===== src/design/cdr_pkg.sv =====
// Purpose: Shared constants and types for the coil driver mode and ringing control
// Assumes: 50 MHz core clock, register port driven by a serial slave engine on the same clock
// Notes: Register offsets are the byte numbers seen over the serial interface
package cdr_pkg;

  // ==========================================================
  // Clock and timing
  // ==========================================================
  localparam int CLK_HZ = 50_000_000;
  localparam int CLK_MHZ = 50;
  localparam int SCL_TIMEOUT_US = 500;
  localparam int SCL_TIMEOUT_CYC = (SCL_TIMEOUT_US * CLK_MHZ * 1000 + 999) / 1000;
  localparam int RING_F_MIN_HZ = 50;
  localparam int RING_F_MAX_HZ = 150;
  localparam int RAMP_SEGS = 16;
  localparam int SEG_SLOW_CYC = CLK_HZ / (RING_F_MIN_HZ * RAMP_SEGS);
  localparam int SEG_FAST_CYC = CLK_HZ / (RING_F_MAX_HZ * RAMP_SEGS);
  localparam int PWM_F0_KHZ = 500;
  localparam int PWM_F1_KHZ = 1000;
  localparam int PWM_F2_KHZ = 2000;
  localparam int PWM_F3_KHZ = 4000;
  localparam logic [6:0] PWM_P0_CYC = 7'(CLK_HZ / (PWM_F0_KHZ * 1000));
  localparam logic [6:0] PWM_P1_CYC = 7'(CLK_HZ / (PWM_F1_KHZ * 1000));
  localparam logic [6:0] PWM_P2_CYC = 7'(CLK_HZ / (PWM_F2_KHZ * 1000));
  localparam logic [6:0] PWM_P3_CYC = 7'(CLK_HZ / (PWM_F3_KHZ * 1000));

  // ==========================================================
  // Register offsets
  // ==========================================================
  localparam logic [7:0] ADDR_CONTROL = 8'h02;
  localparam logic [7:0] ADDR_SETPOINT_MSB = 8'h03;
  localparam logic [7:0] ADDR_SETPOINT_LSB = 8'h04;
  localparam logic [7:0] ADDR_STATUS = 8'h05;
  localparam logic [7:0] ADDR_MODE = 8'h06;
  localparam logic [7:0] ADDR_RES_FREQ = 8'h07;

  // ==========================================================
  // Field positions
  // ==========================================================
  localparam int CTRL_SOFT_RESET_BIT = 0;
  localparam int CTRL_RING_EN_BIT = 1;
  localparam int CTRL_PWM_FREQ_LSB = 2;
  localparam int MODE_PWM_BIT = 0;
  localparam int MODE_TWO_PERIOD_BIT = 1;
  localparam int STAT_OVERTEMP_BIT = 0;
  localparam int STAT_SHORT_BIT = 1;
  localparam int STAT_OPEN_BIT = 2;

  // ==========================================================
  // Reset values
  // ==========================================================
  localparam logic RING_EN_RST = 1'b1;
  localparam logic [1:0] PWM_FREQ_RST = 2'h0;
  localparam logic [9:0] SETPOINT_RST = 10'h000;
  localparam logic [2:0] STATUS_RST = 3'h0;
  localparam logic [1:0] MODE_RST = 2'h0;
  localparam logic [7:0] RES_FREQ_RST = 8'h83;

  // Ramp shape weights, out of 256, one per segment
  localparam logic [15:0][8:0] RAMP_W = {
    9'h100, 9'h0fe, 9'h0f9, 9'h0f0, 9'h0e3, 9'h0d3, 9'h0bf, 9'h0a8,
    9'h090, 9'h078, 9'h060, 9'h049, 9'h034, 9'h022, 9'h012, 9'h005
  };

  // ==========================================================
  // Types
  // ==========================================================
  typedef enum logic [1:0] {
    CDR_SHUTDOWN = 2'b00,
    CDR_STANDBY = 2'b01,
    CDR_ACTIVE = 2'b10
  } cdr_pwr_t;

  typedef struct packed {
    logic wr;
    logic rd;
    logic [7:0] addr;
    logic [7:0] wdata;
  } cdr_req_t;

  typedef struct packed {
    logic stage_en;
    logic pwm_sel;
    logic hs_on;
    logic ls_on;
    logic lin_src_en;
    logic [9:0] dac_code;
  } cdr_drive_t;

endpackage


===== src/design/cdr_core.sv =====
// Purpose: Power modes, output drive selection and ringing compensation ramp of a coil driver
// Assumes: Register requests come from the serial slave engine on clk; pins and analog are async
// Notes: Serial protocol engine and analog stage live outside this block
//
// What this block does
// - Mode register bit picks linear or PWM output drive.
// - Linear drive enables high-side current source set by the current code.
// - PWM alternates high-side charging with low-side freewheeling each period.
// - PWM ends charging when sensed current reaches the 10-bit reference.
// - Control register picks PWM frequency from 0.5 MHz to 4 MHz.
// - Every setpoint change moves the output along a shaped ramp.
// - Ramp length tuned to 50..150 Hz resonance code at offset 07h.
// - Two-period ramp or one-period ramp variant is selectable.
// - Serial clock low for 0.5 ms forces shutdown from any state.
// - Shutdown holds while the serial clock stays low.
// - Serial clock rising in shutdown enters standby and loads defaults.
// - Standby accepts register writes with the output stage off.
// - Zero setpoint means standby; writing zero while active returns to standby.
// - Soft reset while active returns to standby with all defaults.
// - Any fault while active drops to standby and clears the setpoint.
// - Nonzero setpoint enters active; output stage stays on while active.
// - Entering active after a fault clears the status register.
// - Soft reset bit clears itself and reads back zero.
`timescale 1ns/1ps
`default_nettype none

module cdr_core
  import cdr_pkg::*;
#(
  parameter int TIMEOUT_CYC = SCL_TIMEOUT_CYC,
  parameter int SEG_SLOW = SEG_SLOW_CYC,
  parameter int SEG_FAST = SEG_FAST_CYC
)
(
  input wire logic clk,
  input wire logic resetn,
  input wire logic ce,
  input wire logic scl_pin,
  input wire logic overtemp_fault,
  input wire logic coil_short_fault,
  input wire logic coil_open_fault,
  input wire logic sense_above_ref,
  input wire cdr_req_t req,
  output logic [7:0] rdata_q,
  output cdr_pwr_t pwr_q,
  output cdr_drive_t drive_q
);

  // ==========================================================
  // Input synchronisers
  // ==========================================================
  logic [4:0] async_in;
  logic [4:0] sync1_q;
  logic [4:0] sync2_q;
  logic scl_prev_q;
  logic scl_s;
  logic [2:0] fault_s;
  logic above_s;

  assign async_in = {sense_above_ref, coil_open_fault, coil_short_fault, overtemp_fault, scl_pin};

  genvar gi;
  generate
    for (gi = 0; gi < 5; gi++)
    begin : g_sync
      always_ff @(posedge clk)
      begin
        if (!resetn)
        begin
          sync1_q[gi] <= 1'b0;
          sync2_q[gi] <= 1'b0;
        end
        else if (ce)
        begin
          sync1_q[gi] <= async_in[gi];
          sync2_q[gi] <= sync1_q[gi];
        end
      end
    end
  endgenerate

  assign scl_s = sync2_q[0];
  assign fault_s = sync2_q[3:1];
  assign above_s = sync2_q[4];

  always_ff @(posedge clk)
  begin
    if (!resetn)
      scl_prev_q <= 1'b0;
    else if (ce)
      scl_prev_q <= scl_s;
  end

  // ==========================================================
  // Serial clock low timeout
  // ==========================================================
  logic [19:0] low_cnt_q;
  logic scl_timeout;
  logic scl_rise;

  assign scl_timeout = (low_cnt_q == 20'(TIMEOUT_CYC));
  assign scl_rise = scl_s && !scl_prev_q;

  always_ff @(posedge clk)
  begin
    if (!resetn)
      low_cnt_q <= 20'h00000;
    else if (ce)
    begin
      if (scl_s)
        low_cnt_q <= 20'h00000;
      else if (!scl_timeout)
        low_cnt_q <= low_cnt_q + 20'h00001;
    end
  end

  // ==========================================================
  // Registers
  // ==========================================================
  logic ring_en_q;
  logic [1:0] pwm_freq_q;
  logic [9:0] setpoint_q;
  logic [2:0] status_q;
  logic [1:0] mode_q;
  logic [7:0] res_freq_q;
  logic wr_ok;
  logic soft_reset;
  logic fault_hit;
  logic load_defaults;
  logic enter_active;

  assign wr_ok = req.wr && (pwr_q != CDR_SHUTDOWN);
  assign soft_reset = wr_ok && (req.addr == ADDR_CONTROL) && req.wdata[CTRL_SOFT_RESET_BIT];
  assign fault_hit = (pwr_q == CDR_ACTIVE) && (fault_s != 3'h0);
  assign load_defaults = (pwr_q == CDR_SHUTDOWN) || (soft_reset && !scl_timeout);
  assign enter_active = (pwr_q == CDR_STANDBY) && (setpoint_q != 10'h000) && !scl_timeout;

  always_ff @(posedge clk)
  begin
    if (!resetn)
    begin
      ring_en_q <= RING_EN_RST;
      pwm_freq_q <= PWM_FREQ_RST;
      mode_q <= MODE_RST;
      res_freq_q <= RES_FREQ_RST;
    end
    else if (ce)
    begin
      if (load_defaults)
      begin
        ring_en_q <= RING_EN_RST;
        pwm_freq_q <= PWM_FREQ_RST;
        mode_q <= MODE_RST;
        res_freq_q <= RES_FREQ_RST;
      end
      else if (wr_ok)
      begin
        case (req.addr)
          ADDR_CONTROL:
          begin
            ring_en_q <= req.wdata[CTRL_RING_EN_BIT];
            pwm_freq_q <= req.wdata[CTRL_PWM_FREQ_LSB +: 2];
          end
          ADDR_MODE: mode_q <= req.wdata[1:0];
          ADDR_RES_FREQ: res_freq_q <= req.wdata;
          default: ;
        endcase
      end
    end
  end

  always_ff @(posedge clk)
  begin
    if (!resetn)
      setpoint_q <= SETPOINT_RST;
    else if (ce)
    begin
      if (load_defaults)
        setpoint_q <= SETPOINT_RST;
      else if (fault_hit)
        setpoint_q <= SETPOINT_RST;
      else if (wr_ok && req.addr == ADDR_SETPOINT_MSB)
        setpoint_q[9:8] <= req.wdata[1:0];
      else if (wr_ok && req.addr == ADDR_SETPOINT_LSB)
        setpoint_q[7:0] <= req.wdata;
    end
  end

  // Sticky fault flags, captured while active
  always_ff @(posedge clk)
  begin
    if (!resetn)
      status_q <= STATUS_RST;
    else if (ce)
    begin
      if (load_defaults)
        status_q <= STATUS_RST;
      else if (enter_active)
        status_q <= STATUS_RST;
      else if (pwr_q == CDR_ACTIVE)
        status_q <= status_q | fault_s;
    end
  end

  // Soft reset bit is never stored, so it reads as zero
  always_ff @(posedge clk)
  begin
    if (!resetn)
      rdata_q <= 8'h00;
    else if (ce && req.rd)
    begin
      case (req.addr)
        ADDR_CONTROL: rdata_q <= {4'h0, pwm_freq_q, ring_en_q, 1'b0};
        ADDR_SETPOINT_MSB: rdata_q <= {6'h00, setpoint_q[9:8]};
        ADDR_SETPOINT_LSB: rdata_q <= setpoint_q[7:0];
        ADDR_STATUS: rdata_q <= {5'h00, status_q};
        ADDR_MODE: rdata_q <= {6'h00, mode_q};
        ADDR_RES_FREQ: rdata_q <= res_freq_q;
        default: rdata_q <= 8'h00;
      endcase
    end
  end

  // ==========================================================
  // Power mode state machine
  // ==========================================================
  always_ff @(posedge clk)
  begin
    if (!resetn)
      pwr_q <= CDR_STANDBY;
    else if (ce)
    begin
      case (pwr_q)
        CDR_SHUTDOWN:
        begin
          if (scl_rise)
            pwr_q <= CDR_STANDBY;
        end
        CDR_STANDBY:
        begin
          if (scl_timeout)
            pwr_q <= CDR_SHUTDOWN;
          else if (enter_active)
            pwr_q <= CDR_ACTIVE;
        end
        CDR_ACTIVE:
        begin
          if (scl_timeout)
            pwr_q <= CDR_SHUTDOWN;
          else if (soft_reset || fault_hit)
            pwr_q <= CDR_STANDBY;
          else if (setpoint_q == 10'h000)
            pwr_q <= CDR_STANDBY;
        end
        default: pwr_q <= CDR_STANDBY;
      endcase
    end
  end

  // ==========================================================
  // Ringing compensation ramp
  // ==========================================================
  logic active;
  logic [9:0] level_q;
  logic [9:0] tgt_q;
  logic [9:0] start_q;
  logic [3:0] seg_q;
  logic [19:0] seg_cnt_q;
  logic [19:0] seg_len_q;
  logic busy_q;
  logic [31:0] seg_len_one;
  logic [19:0] seg_len_new;
  logic signed [10:0] delta;
  logic signed [21:0] scaled;
  logic signed [21:0] next_level;
  logic [3:0] seg_next;

  assign active = (pwr_q == CDR_ACTIVE);
  assign seg_len_one = 32'(SEG_SLOW) - (32'(res_freq_q) * 32'(SEG_SLOW - SEG_FAST)) / 32'd255;
  assign seg_len_new = mode_q[MODE_TWO_PERIOD_BIT] ? 20'(seg_len_one << 1) : 20'(seg_len_one);
  assign delta = $signed({1'b0, tgt_q}) - $signed({1'b0, start_q});
  assign seg_next = seg_q + 4'h1;
  assign scaled = 22'(delta * $signed({1'b0, RAMP_W[seg_next]}));
  assign next_level = $signed({12'h000, start_q}) + (scaled >>> 8);

  always_ff @(posedge clk)
  begin
    if (!resetn)
    begin
      level_q <= 10'h000;
      tgt_q <= 10'h000;
      start_q <= 10'h000;
      seg_q <= 4'h0;
      seg_cnt_q <= 20'h00000;
      seg_len_q <= 20'h00001;
      busy_q <= 1'b0;
    end
    else if (ce)
    begin
      if (!active)
      begin
        level_q <= 10'h000;
        tgt_q <= 10'h000;
        busy_q <= 1'b0;
      end
      else if (setpoint_q != tgt_q)
      begin
        tgt_q <= setpoint_q;
        start_q <= level_q;
        seg_cnt_q <= 20'h00000;
        seg_q <= 4'hf;
        seg_len_q <= seg_len_new;
        busy_q <= ring_en_q;
        if (!ring_en_q)
          level_q <= setpoint_q;
      end
      else if (busy_q)
      begin
        if (seg_cnt_q + 20'h00001 >= seg_len_q)
        begin
          seg_cnt_q <= 20'h00000;
          seg_q <= seg_next;
          level_q <= 10'(next_level);
          if (seg_next == 4'hf)
            busy_q <= 1'b0;
        end
        else
          seg_cnt_q <= seg_cnt_q + 20'h00001;
      end
    end
  end

  // ==========================================================
  // Output stage control
  // ==========================================================
  logic [6:0] pwm_cnt_q;
  logic [6:0] pwm_per;
  logic pwm_mode;

  assign pwm_mode = mode_q[MODE_PWM_BIT];

  always_comb
  begin
    case (pwm_freq_q)
      2'h0: pwm_per = PWM_P0_CYC;
      2'h1: pwm_per = PWM_P1_CYC;
      2'h2: pwm_per = PWM_P2_CYC;
      default: pwm_per = PWM_P3_CYC;
    endcase
  end

  always_ff @(posedge clk)
  begin
    if (!resetn)
      pwm_cnt_q <= 7'h00;
    else if (ce)
    begin
      if (!active || !pwm_mode || pwm_cnt_q + 7'h01 >= pwm_per)
        pwm_cnt_q <= 7'h00;
      else
        pwm_cnt_q <= pwm_cnt_q + 7'h01;
    end
  end

  always_ff @(posedge clk)
  begin
    if (!resetn)
      drive_q <= '0;
    else if (ce)
    begin
      drive_q.stage_en <= active;
      drive_q.pwm_sel <= pwm_mode;
      drive_q.lin_src_en <= active && !pwm_mode;
      drive_q.dac_code <= level_q;
      if (!active || !pwm_mode)
      begin
        drive_q.hs_on <= 1'b0;
        drive_q.ls_on <= 1'b0;
      end
      else if (pwm_cnt_q == 7'h00 && !above_s)
      begin
        drive_q.hs_on <= 1'b1;
        drive_q.ls_on <= 1'b0;
      end
      else if (above_s || pwm_cnt_q == 7'h00)
      begin
        drive_q.hs_on <= 1'b0;
        drive_q.ls_on <= 1'b1;
      end
    end
  end

endmodule

`default_nettype wire


===== config.mk =====
export PLATFORM = sky130hd
export DESIGN_NAME = cdr_core
export DESIGN_NICKNAME = d
export VERILOG_FILES = /design/src/design/cdr_pkg.sv /design/src/design/cdr_core.sv
export SDC_FILE = /design/constraint.sdc
export NUM_CORES = 1
export LEC_CHECK = 0
export BUFFER_PORTS_ARGS = -buffer_cell sky130_fd_sc_hd__buf_2
export CORE_MARGIN = 5
export CORE_UTILIZATION = 25
export DETAILED_ROUTE_END_ITERATION = 7
export PLACE_DENSITY_LB_ADDON = 0.3
export SKIP_CTS_REPAIR_TIMING = 1
export SYNTH_ARGS = -nofsm -noshare
export SYNTH_HDL_FRONTEND = slang
export SYNTH_SLANG_ARGS = --single-unit

===== constraint.sdc =====
create_clock -name clk -period 24.5 [get_ports clk]
set_input_delay 3.675 -clock clk [delete_from_list [all_inputs] [get_ports clk]]
set_output_delay 3.675 -clock clk [all_outputs]
set_load 0.005 [all_outputs]

==> summary by stage, run 1 <==
Outcome
The flow ran to the end, and the final reports show no timing, DRC or antenna violations.

Place
The count of input and output buffers is 50. The estimated wirelength of the detail-placed design is approximately 47000 um. At the end of routability-driven placement, the weighted congestion stood at 0.883.

Die
The number of primary I/O pins is 51. From left edge to right edge, the die measures a little under 300 um. The starting density of the core is 0.253. The floorplan core area is 79100 um2. The initialized floorplan defines 103 standard-cell rows. The die outline area is 85800 um2.

The floorplan step set the die height to 293 um.

Setup path
The most prevalent standard cell on the critical path is sky130_fd_sc_hd__ha_1. The required time at the endpoint of the critical path is around 25 ns. The type of origin of the critical path is a flip-flop. The capturing element type of the critical path is a flip-flop.

The highest fanout seen on the critical path is 13. The critical path's top delay family is compound AO/OA/AOI/OAI gates. The critical path buffer and inverter count is 2. STA puts the critical path data arrival time at 17.92 ns. The standard cell with the maximum stage delay on the critical path is sky130_fd_sc_hd__mux2i_2.

The largest stage delay on the critical path is 0.66 ns. The startpoint-to-endpoint class of the critical path is reg2reg.

STA
The worst-margin pin slew is 1.06 ns. Setup repair after global routing left no endpoint under its margin. The final critical-path share of the clock period is 0.718.

The max-slew violation count is 0. Setup total negative slack on the finished layout was measured at 0 ns. The tightest slew margin relative to the limit is 0.286. The clock tree skew after final layout is 0.0185 ns.

Timing would allow up to 56.8 MHz. The count of endpoints failing hold in the final timing report was 0. The routed design could run at a clock period as short as 17.60 ns. Setup violations remaining at the end of the flow were counted as 0.

Cells and area
The most common library cell in the layout ignoring fill and taps is sky130_fd_sc_hd__nor2_1. Compared with the post-synthesis result, the final layout area differs by 9.51%. The net total in the final layout is about 2800. Fill cells in the final layout number 8659. The combined area of the multi-input logic cells is 15600 um2.

Registers take 3280 um2. The share of post-route cells with drive strength above 1 is 0.0925. The library cells used most frequently in the layout, excluding fill and tap cells, are 276 x sky130_fd_sc_hd__nor2_1, 245 x sky130_fd_sc_hd__nand2_1, 177 x sky130_fd_sc_hd__a21oi_1, 174 x sky130_fd_sc_hd__ha_1, 172 x sky130_fd_sc_hd__inv_1.

Logic synthesis
The main combinational cell family by area after synthesis is compound AO/OA/AOI/OAI gates. The post-synthesis register bit count is 164. Measured against the total synthesized area, the mux share comes to 0.0414. The compound-gate portion of the synthesized area is 0.241. When the netlist entered floorplanning its net count stood at 2822. The number of different library cells used by synthesis comes to 144. Synthesis handed over a netlist of 2533 instances. Of the total synthesized cell area, the portion taken by XOR and XNOR cells is 0.0623. For this run, the leading register cell type out of synthesis is sky130_fd_sc_hd__dfxtp_1. In this run, synthesis inferred 0 flip-flops with an integrated enable. The number of warning messages in the yosys log is 0. In this run the cell area of the synthesized design comes to 20000 um2. The area share of fa/ha/maj cells after synthesis is 0.200.

The simple-gate area share of the yosys netlist is 0.238. In the synthesized netlist the async set-or-reset flop fraction comes to 0. The sequential fraction of the synthesis area is 0.164. The post-synthesis average cell area is 7.90 um2.

Clock network
The number of H-tree branching levels is 4. The tree is rooted in a sky130_fd_sc_hd__clkbuf_16. The number of sinks handled by clock tree synthesis is 164. The clock buffer count from CTS is 17. The CTS tree is built.

The clock-pin slew on the worst setup and hold paths is 0.08 ns. The maximum clock insertion buffer count is 2. The later pin in the worst-skew pair is clocked with a latency of 0.46 ns.

Routing
After detailed routing, the number of vias per cell comes to between 5 and 6. The length of the first detailed-routing pass in iterations is 7. After detailed routing, the total wire length is between 50000 and 60000 um.

The starting DRC count in detailed routing is 1204. The final routed wire length divided by cell count is 16.5 um. The total met3 wirelength after detailed routing is ~2400 um. The routed design uses 27000 um of met2 wire. The detailed router used layers up to and including met4. The routed layout has 18300 vias.

In the final routing, the length of wire on met1 measures 28900 um. After detailed routing, the number of remaining DRC violations is 0. The detail route stage leaves a number of antenna-violating nets equal to 0.

Flow run
Across the run, the number of max-cap violations was 0.

Global route
Entering global routing, the biggest net connects 53 pins. The aggregate global-route resource usage is 0.134. The number of global-route vias before repair came to approximately 18000. The first global-routing pass estimated just under 100000 um of wire. The number of antenna violations at the first check in global routing came to 2. The aggregate global routing overflow is 0.

Hold path
The type of the most critical hold path is reg2reg.
-- metal layers --
metal,GRT usage,vias up
met2,0.219,453
li1,-,9128
met1,0.191,8672
met5,0,-
met3,0.0163,76
met4,0.0313,0
-- worst paths after layout --
kind | startpoint | slack [ns] | end | depth (start not counted)
setup reg to reg | res_freq_q[6] | 6.90 | seg_len_q[9] | 54
hold / removal | seg_len_q[9] | 0.45 | seg_len_q[9] | 2
setup / recovery | res_freq_q[6] | 6.90 | seg_len_q[9] | 54
hold reg to reg | seg_len_q[9] | 0.45 | seg_len_q[9] | 2
-- cells by family after synthesis --
group | after synthesis
DFF | 164
buffers and inverters | 263
AOI/OAI and AO/OA | 678
xor gates and xnor gates | 139
muxes | 73
and+or+nand+nor | 950
adders and majority gates | 266
-- synthesized netlist by cell type, types with 15 or more instances --
library cell | n | area [um2]
sky130_fd_sc_hd__nor2_1 | 277 | 1040
sky130_fd_sc_hd__nand2_1 | 245 | 920
sky130_fd_sc_hd__a21oi_1 | 177 | 886
sky130_fd_sc_hd__ha_1 | 174 | 2180
sky130_fd_sc_hd__inv_1 | 173 | 649
sky130_fd_sc_hd__dfxtp_1 | 164 | 3280
sky130_fd_sc_hd__o21ai_0 | 99 | 495
sky130_fd_sc_hd__fa_1 | 89 | 1780
sky130_fd_sc_hd__nand3_1 | 89 | 445
sky130_fd_sc_hd__xnor2_1 | 84 | 736
sky130_fd_sc_hd__nor3_1 | 59 | 295
sky130_fd_sc_hd__clkbuf_1 | 55 | 206
sky130_fd_sc_hd__xor2_1 | 52 | 455
sky130_fd_sc_hd__mux2i_1 | 47 | 470
sky130_fd_sc_hd__a22oi_1 | 38 | 285
sky130_fd_sc_hd__a21o_1 | 33 | 248
sky130_fd_sc_hd__nand2b_1 | 33 | 206
sky130_fd_sc_hd__and2_1 | 32 | 200
sky130_fd_sc_hd__and3_1 | 29 | 181
sky130_fd_sc_hd__o21a_1 | 28 | 210
sky130_fd_sc_hd__or3_1 | 26 | 163
sky130_fd_sc_hd__nor2b_1 | 25 | 156
sky130_fd_sc_hd__a211oi_1 | 24 | 180
sky130_fd_sc_hd__nand4_1 | 24 | 150
sky130_fd_sc_hd__o211ai_1 | 23 | 173
sky130_fd_sc_hd__a31oi_1 | 21 | 131
sky130_fd_sc_hd__o21ai_1 | 16 | 80.1
sky130_fd_sc_hd__buf_4 | 15 | 113
sky130_fd_sc_hd__mux2_2 | 15 | 169
sky130_fd_sc_hd__nor4_1 | 15 | 93.8
-- stage by stage --
| step | worst slack [ns] | std cells | area, um2 | utilization | hold WS [ns] |
|---|---|---|---|---|---|
| 2_1_floorplan | 9.75 | 2533 | 20000 | - | 0.432 |
| 3_3_place_gp | 7.14 | 3568 | 21300 | 0.270 | 0.444 |
| 3_5_place_dp | 7.15 | 3568 | 21300 | 0.270 | 0.450 |
| 4_1_cts | 7.04 | 3600 | 21900 | 0.277 | 0.459 |
| 5_1_grt | 5.53 | 3601 | 21900 | 0.277 | 0.487 |
| 6_report | 6.90 | 3601 | 21900 | 0.277 | 0.453 |
-- tightest hold or removal path, cell delays in order (launching register included) --
cell,delay [ns]
sky130_fd_sc_hd__dfxtp_1,0.31
sky130_fd_sc_hd__nand2_1,0.05
sky130_fd_sc_hd__a21oi_1,0.05
-- state kept, by name (all words and copies together) (netlist names), 3 cells and up --
name and flops:
fault_s 3, level_q 10, seg_cnt_q 20, setpoint_q 10, status_q 3, drive_q 15, seg_q 4, rdata_q 8
sync1_q 5, pwm_cnt_q 7, res_freq_q 8, tgt_q 10, start_q 10, seg_len_q 20, low_cnt_q 20
-- final cells by class --
cell class	count	area share
clock inverter	14	0.00617
antenna	1	0.000114
multi-input combinational	2106	0.714
timing repair buffer	75	0.0200
inverter	173	0.0298
clock buffer	18	0.0196
tap	1050	0.0600
sequential	164	0.150
Power of run 1 is left out: the tool's default activity adds up to more than one toggle a clock period on the data nets, which glitch-free logic cannot reach.
==> run 2, diff against run 1 <==
Clock period 24.5 ns to 15.2 ns, I/O delays scaled along.
==> run 2 against run 1 <==
Compared with the run above:
- hold slack got worse by 0.0012 ns
- fmax increased by 20%
- critical path type unchanged
- worst setup slack got worse by 6.3 ns
- critical endpoint is now seg_len_q[15]
- non-clock buffer count increased by 162
==> summary by stage, run 2 (synthesis results as in run 1) <==
Clock network
The CTS tree is built (unchanged). The clock network latency to the later pin of the worst-skew pair is 0.46 ns (about the same). The maximum clock insertion buffer count is 2 (unchanged).

The clock buffer count from CTS was 17 (unchanged). The clock-pin slew on the worst setup and hold paths is 0.08 ns (about the same). The number of H-tree branching levels was 4 (unchanged). The master cell of the clock root buffer was sky130_fd_sc_hd__clkbuf_16 (unchanged). The number of sinks handled by clock tree synthesis was 164 (unchanged).

Setup path
The required time at the endpoint of the critical path was 15.55 ns (was 24.82 ns). The standard cell with the maximum stage delay on the critical path is sky130_fd_sc_hd__or4_4 (was sky130_fd_sc_hd__mux2i_2). The data arrival time of the critical path is 14.96 ns (was 17.92 ns). The type of origin of the critical path is a flip-flop (unchanged). The most prevalent standard cell on the critical path is sky130_fd_sc_hd__buf_4 (was sky130_fd_sc_hd__ha_1). The highest fanout seen on the critical path came to 10 (was 13). The startpoint-to-endpoint class of the critical path is reg2reg (unchanged). The capturing element type of the critical path is a flip-flop (unchanged).

The largest stage delay on the critical path is 0.52 ns (was 0.66 ns). The critical path's top delay family is compound AO/OA/AOI/OAI gates (unchanged). The critical path buffer and inverter count came to 7 (was 2).

Routing
The final routed wire length divided by cell count is 16.0 um (was 16.5 um). The average vias per placed instance came to 5.05 (was 5.09). The count of vias placed by the detailed router is 19000 (was 18300). The final antenna-violating net count is 0 (unchanged). The starting DRC count in detailed routing came to 1224 (was 1204). The DRC violation count after routing is 0 (unchanged). The length of the first detailed-routing pass in iterations is 5 (was 7).

The final routed wirelength across all metal layers is 60200 um (was 59400 um).

Global route
The number of global-route vias before repair is 18000 (was 17500). The aggregate global routing overflow is 0 (unchanged). The aggregate global-route resource usage is 0.135 (was 0.134). The largest net degree at the start of global routing is 66 (was 53). The first-pass GRT wire length is 97100 um (was 96200 um). The number of antenna violations at the first check in global routing came to 4 (was 2).

STA
The worst-margin pin slew is 1.05 ns (was 1.06 ns). The clock tree skew after final layout was 0.0170 ns (was 0.0185 ns). The count of endpoints failing hold in the final timing report is 0 (unchanged).

The top achievable clock speed is 68.4 MHz (was 56.8 MHz). The setup-violating endpoint count in the final report is 0 (unchanged). The final critical-path share of the clock period is 0.961 (was 0.718). The tightest slew margin relative to the limit is 0.296 (was 0.286).

The max-slew violation count is 0 (unchanged). The minimum clock period after layout is 14.61 ns (was 17.60 ns).

Place
The estimated wirelength of the detail-placed design is 48400 um (was 47200 um). The count of input and output buffers is 50 (unchanged). The standard cell area after detailed placement is 22400 um2 (was 21300 um2). The global placer's final weighted congestion is 0.901 (was 0.883).

Cells and area
Biggest regs: low_cnt_q x20, seg_cnt_q x20, seg_len_q x20 (unchanged). The most common library cell in the layout ignoring fill and taps is sky130_fd_sc_hd__nor2_1 (unchanged). Leading cell types in the layout, fill and taps excluded: 270 x sky130_fd_sc_hd__nor2_1, 240 x sky130_fd_sc_hd__nand2_1, 187 x sky130_fd_sc_hd__buf_4, 172 x sky130_fd_sc_hd__inv_1, 170 x sky130_fd_sc_hd__ha_1 (was 276 x sky130_fd_sc_hd__nor2_1, 245 x sky130_fd_sc_hd__nand2_1, 177 x sky130_fd_sc_hd__a21oi_1, 174 x sky130_fd_sc_hd__ha_1, 172 x sky130_fd_sc_hd__inv_1). The net total in the final layout was 2988 (was 2826). The share of post-route cells with drive strength above 1 is 0.181 (was 0.0925).

The area overhead of the layout relative to synthesis was 19.0% (was 9.51%). The area of all placed cells without fillers was 23800 um2 (was 21900 um2).

Die
The number of core rows is 103 (unchanged). The starting density of the core is 0.253 (unchanged). The die extent in x is 293 um (unchanged).

The floorplan core area came to 79100 um2 (unchanged). The number of primary I/O pins is 51 (unchanged). The die outline area is 85800 um2 (unchanged). The height of the die is 293 um (unchanged).

Flow run
The number of violations of the max-capacitance limit was 0 (unchanged).

Outcome
Status: finished, final reports clean (unchanged).

Hold path
The type of the most critical hold path is reg2reg (unchanged).
-- run 2: cell types whose count changed in the layout (fill, tap and decap cells not counted), sizes merged --
cell,change
clkinvlp,+1
buf,+162
clkinv,-1
bufinv,+1
diode,+1
clkbuf,-1
-- run 2: cell type report --
cell class,count,area [um2]
timing repair buffer,237,1650
tap,1050,1310
fill,8575,55300
clock inverter,15,178
multi-input combinational,2106,16300
inverter,173,652
antenna,2,5.00
clock buffer,17,425
sequential,164,3280
-- run 2: path summary, 6_finish.rpt --
path                 startpoint  slack (ns)       endpoint  cells past startpoint
setup / recovery  res_freq_q[7]        0.59  seg_len_q[15]                     59
hold / removal     seg_len_q[9]        0.45   seg_len_q[9]                      2
setup reg to reg  res_freq_q[7]        0.59  seg_len_q[15]                     59
hold reg to reg    seg_len_q[9]        0.45   seg_len_q[9]                      2
-- run 2: worst reg2reg max path, delay by kind of cell (launching register included) --
| family | cells | cell delay (ns) |
|---|---|---|
| buf+inv | 7 | 1.11 |
| simple gates | 18 | 4.96 |
| mux | 1 | 0.29 |
| fa+ha+maj | 7 | 2.30 |
| xor+xnor | 2 | 0.23 |
| compound gates | 24 | 5.18 |
| flops | 1 | 0.43 |
-- run 2: metrics by stage --
stage          setup slack [ns]  utilization  hold slack (ns)  TNS [ns]  instances
3_5_place_dp            -0.0335        0.283            0.446   -0.0861       3713
5_1_grt                  -0.161        0.301            0.485     -1.02       3764
4_1_cts                 -0.0872        0.291            0.455    -0.339       3745
2_1_floorplan             0.447            -            0.432         0       2533
6_report                  0.586        0.301            0.452         0       3764
3_3_place_gp            -0.0652        0.283            0.433    -0.123       3713
-- run 2: layer usage --
| layer | wire length, um | vias up | GRT usage |
|---|---|---|---|
| met1 | 28400 | 9065 | 0.188 |
| met4 | 1090 | 0 | 0.0322 |
| met5 | 0 | - | 0 |
| li1 | - | 9469 | - |
| met2 | 28400 | 424 | 0.225 |
| met3 | 2290 | 61 | 0.0175 |
Power of run 2 is left out for the same reason.
==> run 3, diff against run 2 <==
Settings changed: CORE_UTILIZATION 25 to 30, TNS_END_PERCENT from default to 5.
==> run 3 against run 2 <==
Compared with the run above:
- critical endpoint is now seg_len_q[9]
- critical path depth unchanged
- hold slack improved by 0.0029 ns
- final cell count decreased by 5.4%
- count of clock-buffer cells in the layout increased by 1
==> summary by stage, run 3 (synthesis results as in run 1) <==
Die
The floorplan core area is 66000 um2 (was 79100 um2). The die outline area is 71900 um2 (was 85800 um2). The number of primary I/O pins is 51 (unchanged). The number of core rows is 94 (was 103). The height of the die is 268 um (was 293 um). The die extent in x came to 268 um (was 293 um). The starting density of the core is 0.303 (was 0.253).

Place
The count of input and output buffers came to 50 (unchanged). The estimated wirelength of the detail-placed design came to 46100 um (was 48400 um). The standard cell area after detailed placement is 22100 um2 (was 22400 um2). The number of placed cells counting well taps was 3513 (was 3713).

The global placer's final weighted congestion was 0.918 (was 0.901).

Clock network
The CTS tree is built (unchanged). The clock network latency to the later pin of the worst-skew pair came to 0.44 ns (was 0.46 ns). The number of sinks handled by clock tree synthesis is 164 (unchanged). The maximum clock insertion buffer count is 2 (unchanged).

The clock buffer count from CTS is 17 (unchanged). The clock-pin slew on the worst setup and hold paths is 0.08 ns (about the same). The master cell of the clock root buffer was sky130_fd_sc_hd__clkbuf_16 (unchanged). The number of H-tree branching levels is 4 (unchanged).

Global route
The aggregate global-route resource usage was 0.157 (was 0.135). The number of global-route vias before repair is 18200 (was 18000). The aggregate global routing overflow was 0 (unchanged). The first-pass GRT wire length was 95300 um (was 97100 um). The largest net degree at the start of global routing is 85 (was 66).

The number of antenna violations at the first check in global routing came to 0 (was 4).

Setup path
The highest fanout seen on the critical path is 10 (unchanged). The largest stage delay on the critical path is 0.56 ns (was 0.52 ns). The required time at the endpoint of the critical path is 15.51 ns (was 15.55 ns).

The startpoint-to-endpoint class of the critical path was reg2reg (unchanged). The worst setup path startpoint is res_freq_q[7] (unchanged). The cell count of the worst reg-to-reg path came to 59 (unchanged). The type of origin of the critical path was a flip-flop (unchanged).

The capturing element type of the critical path is a flip-flop (unchanged). The setup slack of the worst register-to-register path was 0.56 ns (was 0.59 ns). The critical path buffer and inverter count is 6 (was 7). The worst reg2reg path endpoint was seg_len_q[9] (was seg_len_q[15]). The standard cell with the maximum stage delay on the critical path was sky130_fd_sc_hd__or4_4 (unchanged). The number of cells on the critical path was 59 (unchanged). The most prevalent standard cell on the critical path is sky130_fd_sc_hd__buf_4 (unchanged). The capturing instance or port of the critical path is seg_len_q[9] (was seg_len_q[15]). The worst flop-to-flop path startpoint is res_freq_q[7] (unchanged). The data arrival time of the critical path is 14.95 ns (was 14.96 ns).

The critical path's top delay family is simple AND/OR/NAND/NOR gates (was compound AO/OA/AOI/OAI gates).

Routing
The average vias per placed instance is 5.31 (was 5.05). The final antenna-violating net count is 0 (unchanged). The DRC violation count after routing is 0 (unchanged).

The length of the first detailed-routing pass in iterations came to 5 (unchanged). The starting DRC count in detailed routing was 1321 (was 1224). The count of vias placed by the detailed router came to 18900 (was 19000).

The final routed wire length divided by cell count is 16.4 um (was 16.0 um). The final routed wirelength across all metal layers was 58400 um (was 60200 um).

STA
The final critical-path share of the clock period is 0.963 (was 0.961). The worst hold slack is 0.455 ns (was 0.452 ns). The top achievable clock speed is 68.3 MHz (was 68.4 MHz). The worst-margin pin slew is 1.24 ns (was 1.05 ns). The count of endpoints failing hold in the final timing report is 0 (unchanged). The setup-violating endpoint count in the final report is 0 (unchanged).

The max-slew violation count was 0 (unchanged). The clock tree skew after final layout is 0.0142 ns (was 0.0170 ns). The minimum clock period after layout is 14.64 ns (was 14.61 ns). The tightest slew margin relative to the limit is 0.165 (was 0.296).

Cells and area
The number of standard cells in the final layout excluding fillers was 3559 (was 3764). Biggest regs: low_cnt_q x20, seg_cnt_q x20, seg_len_q x20 (unchanged). Leading cell types in the layout, fill and taps excluded: 272 x sky130_fd_sc_hd__nor2_1, 242 x sky130_fd_sc_hd__nand2_1, 172 x sky130_fd_sc_hd__inv_1, 171 x sky130_fd_sc_hd__ha_1, 170 x sky130_fd_sc_hd__buf_4 (was 270 x sky130_fd_sc_hd__nor2_1, 240 x sky130_fd_sc_hd__nand2_1, 187 x sky130_fd_sc_hd__buf_4, 172 x sky130_fd_sc_hd__inv_1, 170 x sky130_fd_sc_hd__ha_1). The share of post-route cells with drive strength above 1 was 0.166 (was 0.181). The net total in the final layout came to 2971 (was 2988). The final antenna diode count is 0 (was 2). The most common library cell in the layout ignoring fill and taps is sky130_fd_sc_hd__nor2_1 (unchanged). The area overhead of the layout relative to synthesis is 16.9% (was 19.0%).

The area of all placed cells without fillers is 23400 um2 (was 23800 um2).

Outcome
Status: finished, final reports clean (unchanged).

Flow run
The number of violations of the max-capacitance limit is 0 (unchanged).

Hold path
The type of the most critical hold path is reg2reg (unchanged). The hold-critical path depth is 2 (unchanged).
run 3: cell type report:
cell class / instances / area [um2]
Timing Repair Buffer: 220 / 1530
Multi-Input combinational cell: 2106 / 16200
Fill cell: 6905 / 42600
Clock inverter: 14 / 236
Inverter: 173 / 652
Tap cell: 864 / 1080
Clock buffer: 18 / 439
Sequential cell: 164 / 3280
run 3: worst min-delay path by stage:
stage / start / end / slack [ns]
floorplan: seg_len_q[9] / seg_len_q[9] / 0.43
global placement: drive_q[12] / drive_q[12] / 0.44
detailed placement: seg_len_q[9] / seg_len_q[9] / 0.44
CTS: seg_len_q[9] / seg_len_q[9] / 0.46
global route: seg_len_q[9] / seg_len_q[9] / 0.48
finish: drive_q[12] / drive_q[12] / 0.46
run 3: tightest hold or removal path, stage by stage (launching register included):
cell                      delay (ns)
sky130_fd_sc_hd__dfxtp_1        0.31
sky130_fd_sc_hd__inv_1          0.05
sky130_fd_sc_hd__a21oi_1        0.05
run 3: through the flow:
step,TNS (ns),util,setup WS (ns)
finish,0,0.354,0.558
global route,-1.08,0.354,-0.193
CTS,0,0.345,0.0343
detailed placement,0,0.335,0.0445
global placement,0,0.335,0.154
floorplan,0,-,0.447
run 3: metal layers:
metal | share of wire | track usage
met1 | 0.48 | 0.223
met2 | 0.48 | 0.265
met3 | 0.031 | 0.0140
met4 | 0.011 | 0.0264
met5 | 0 | 0
Power of run 3 is left out for the same reason.
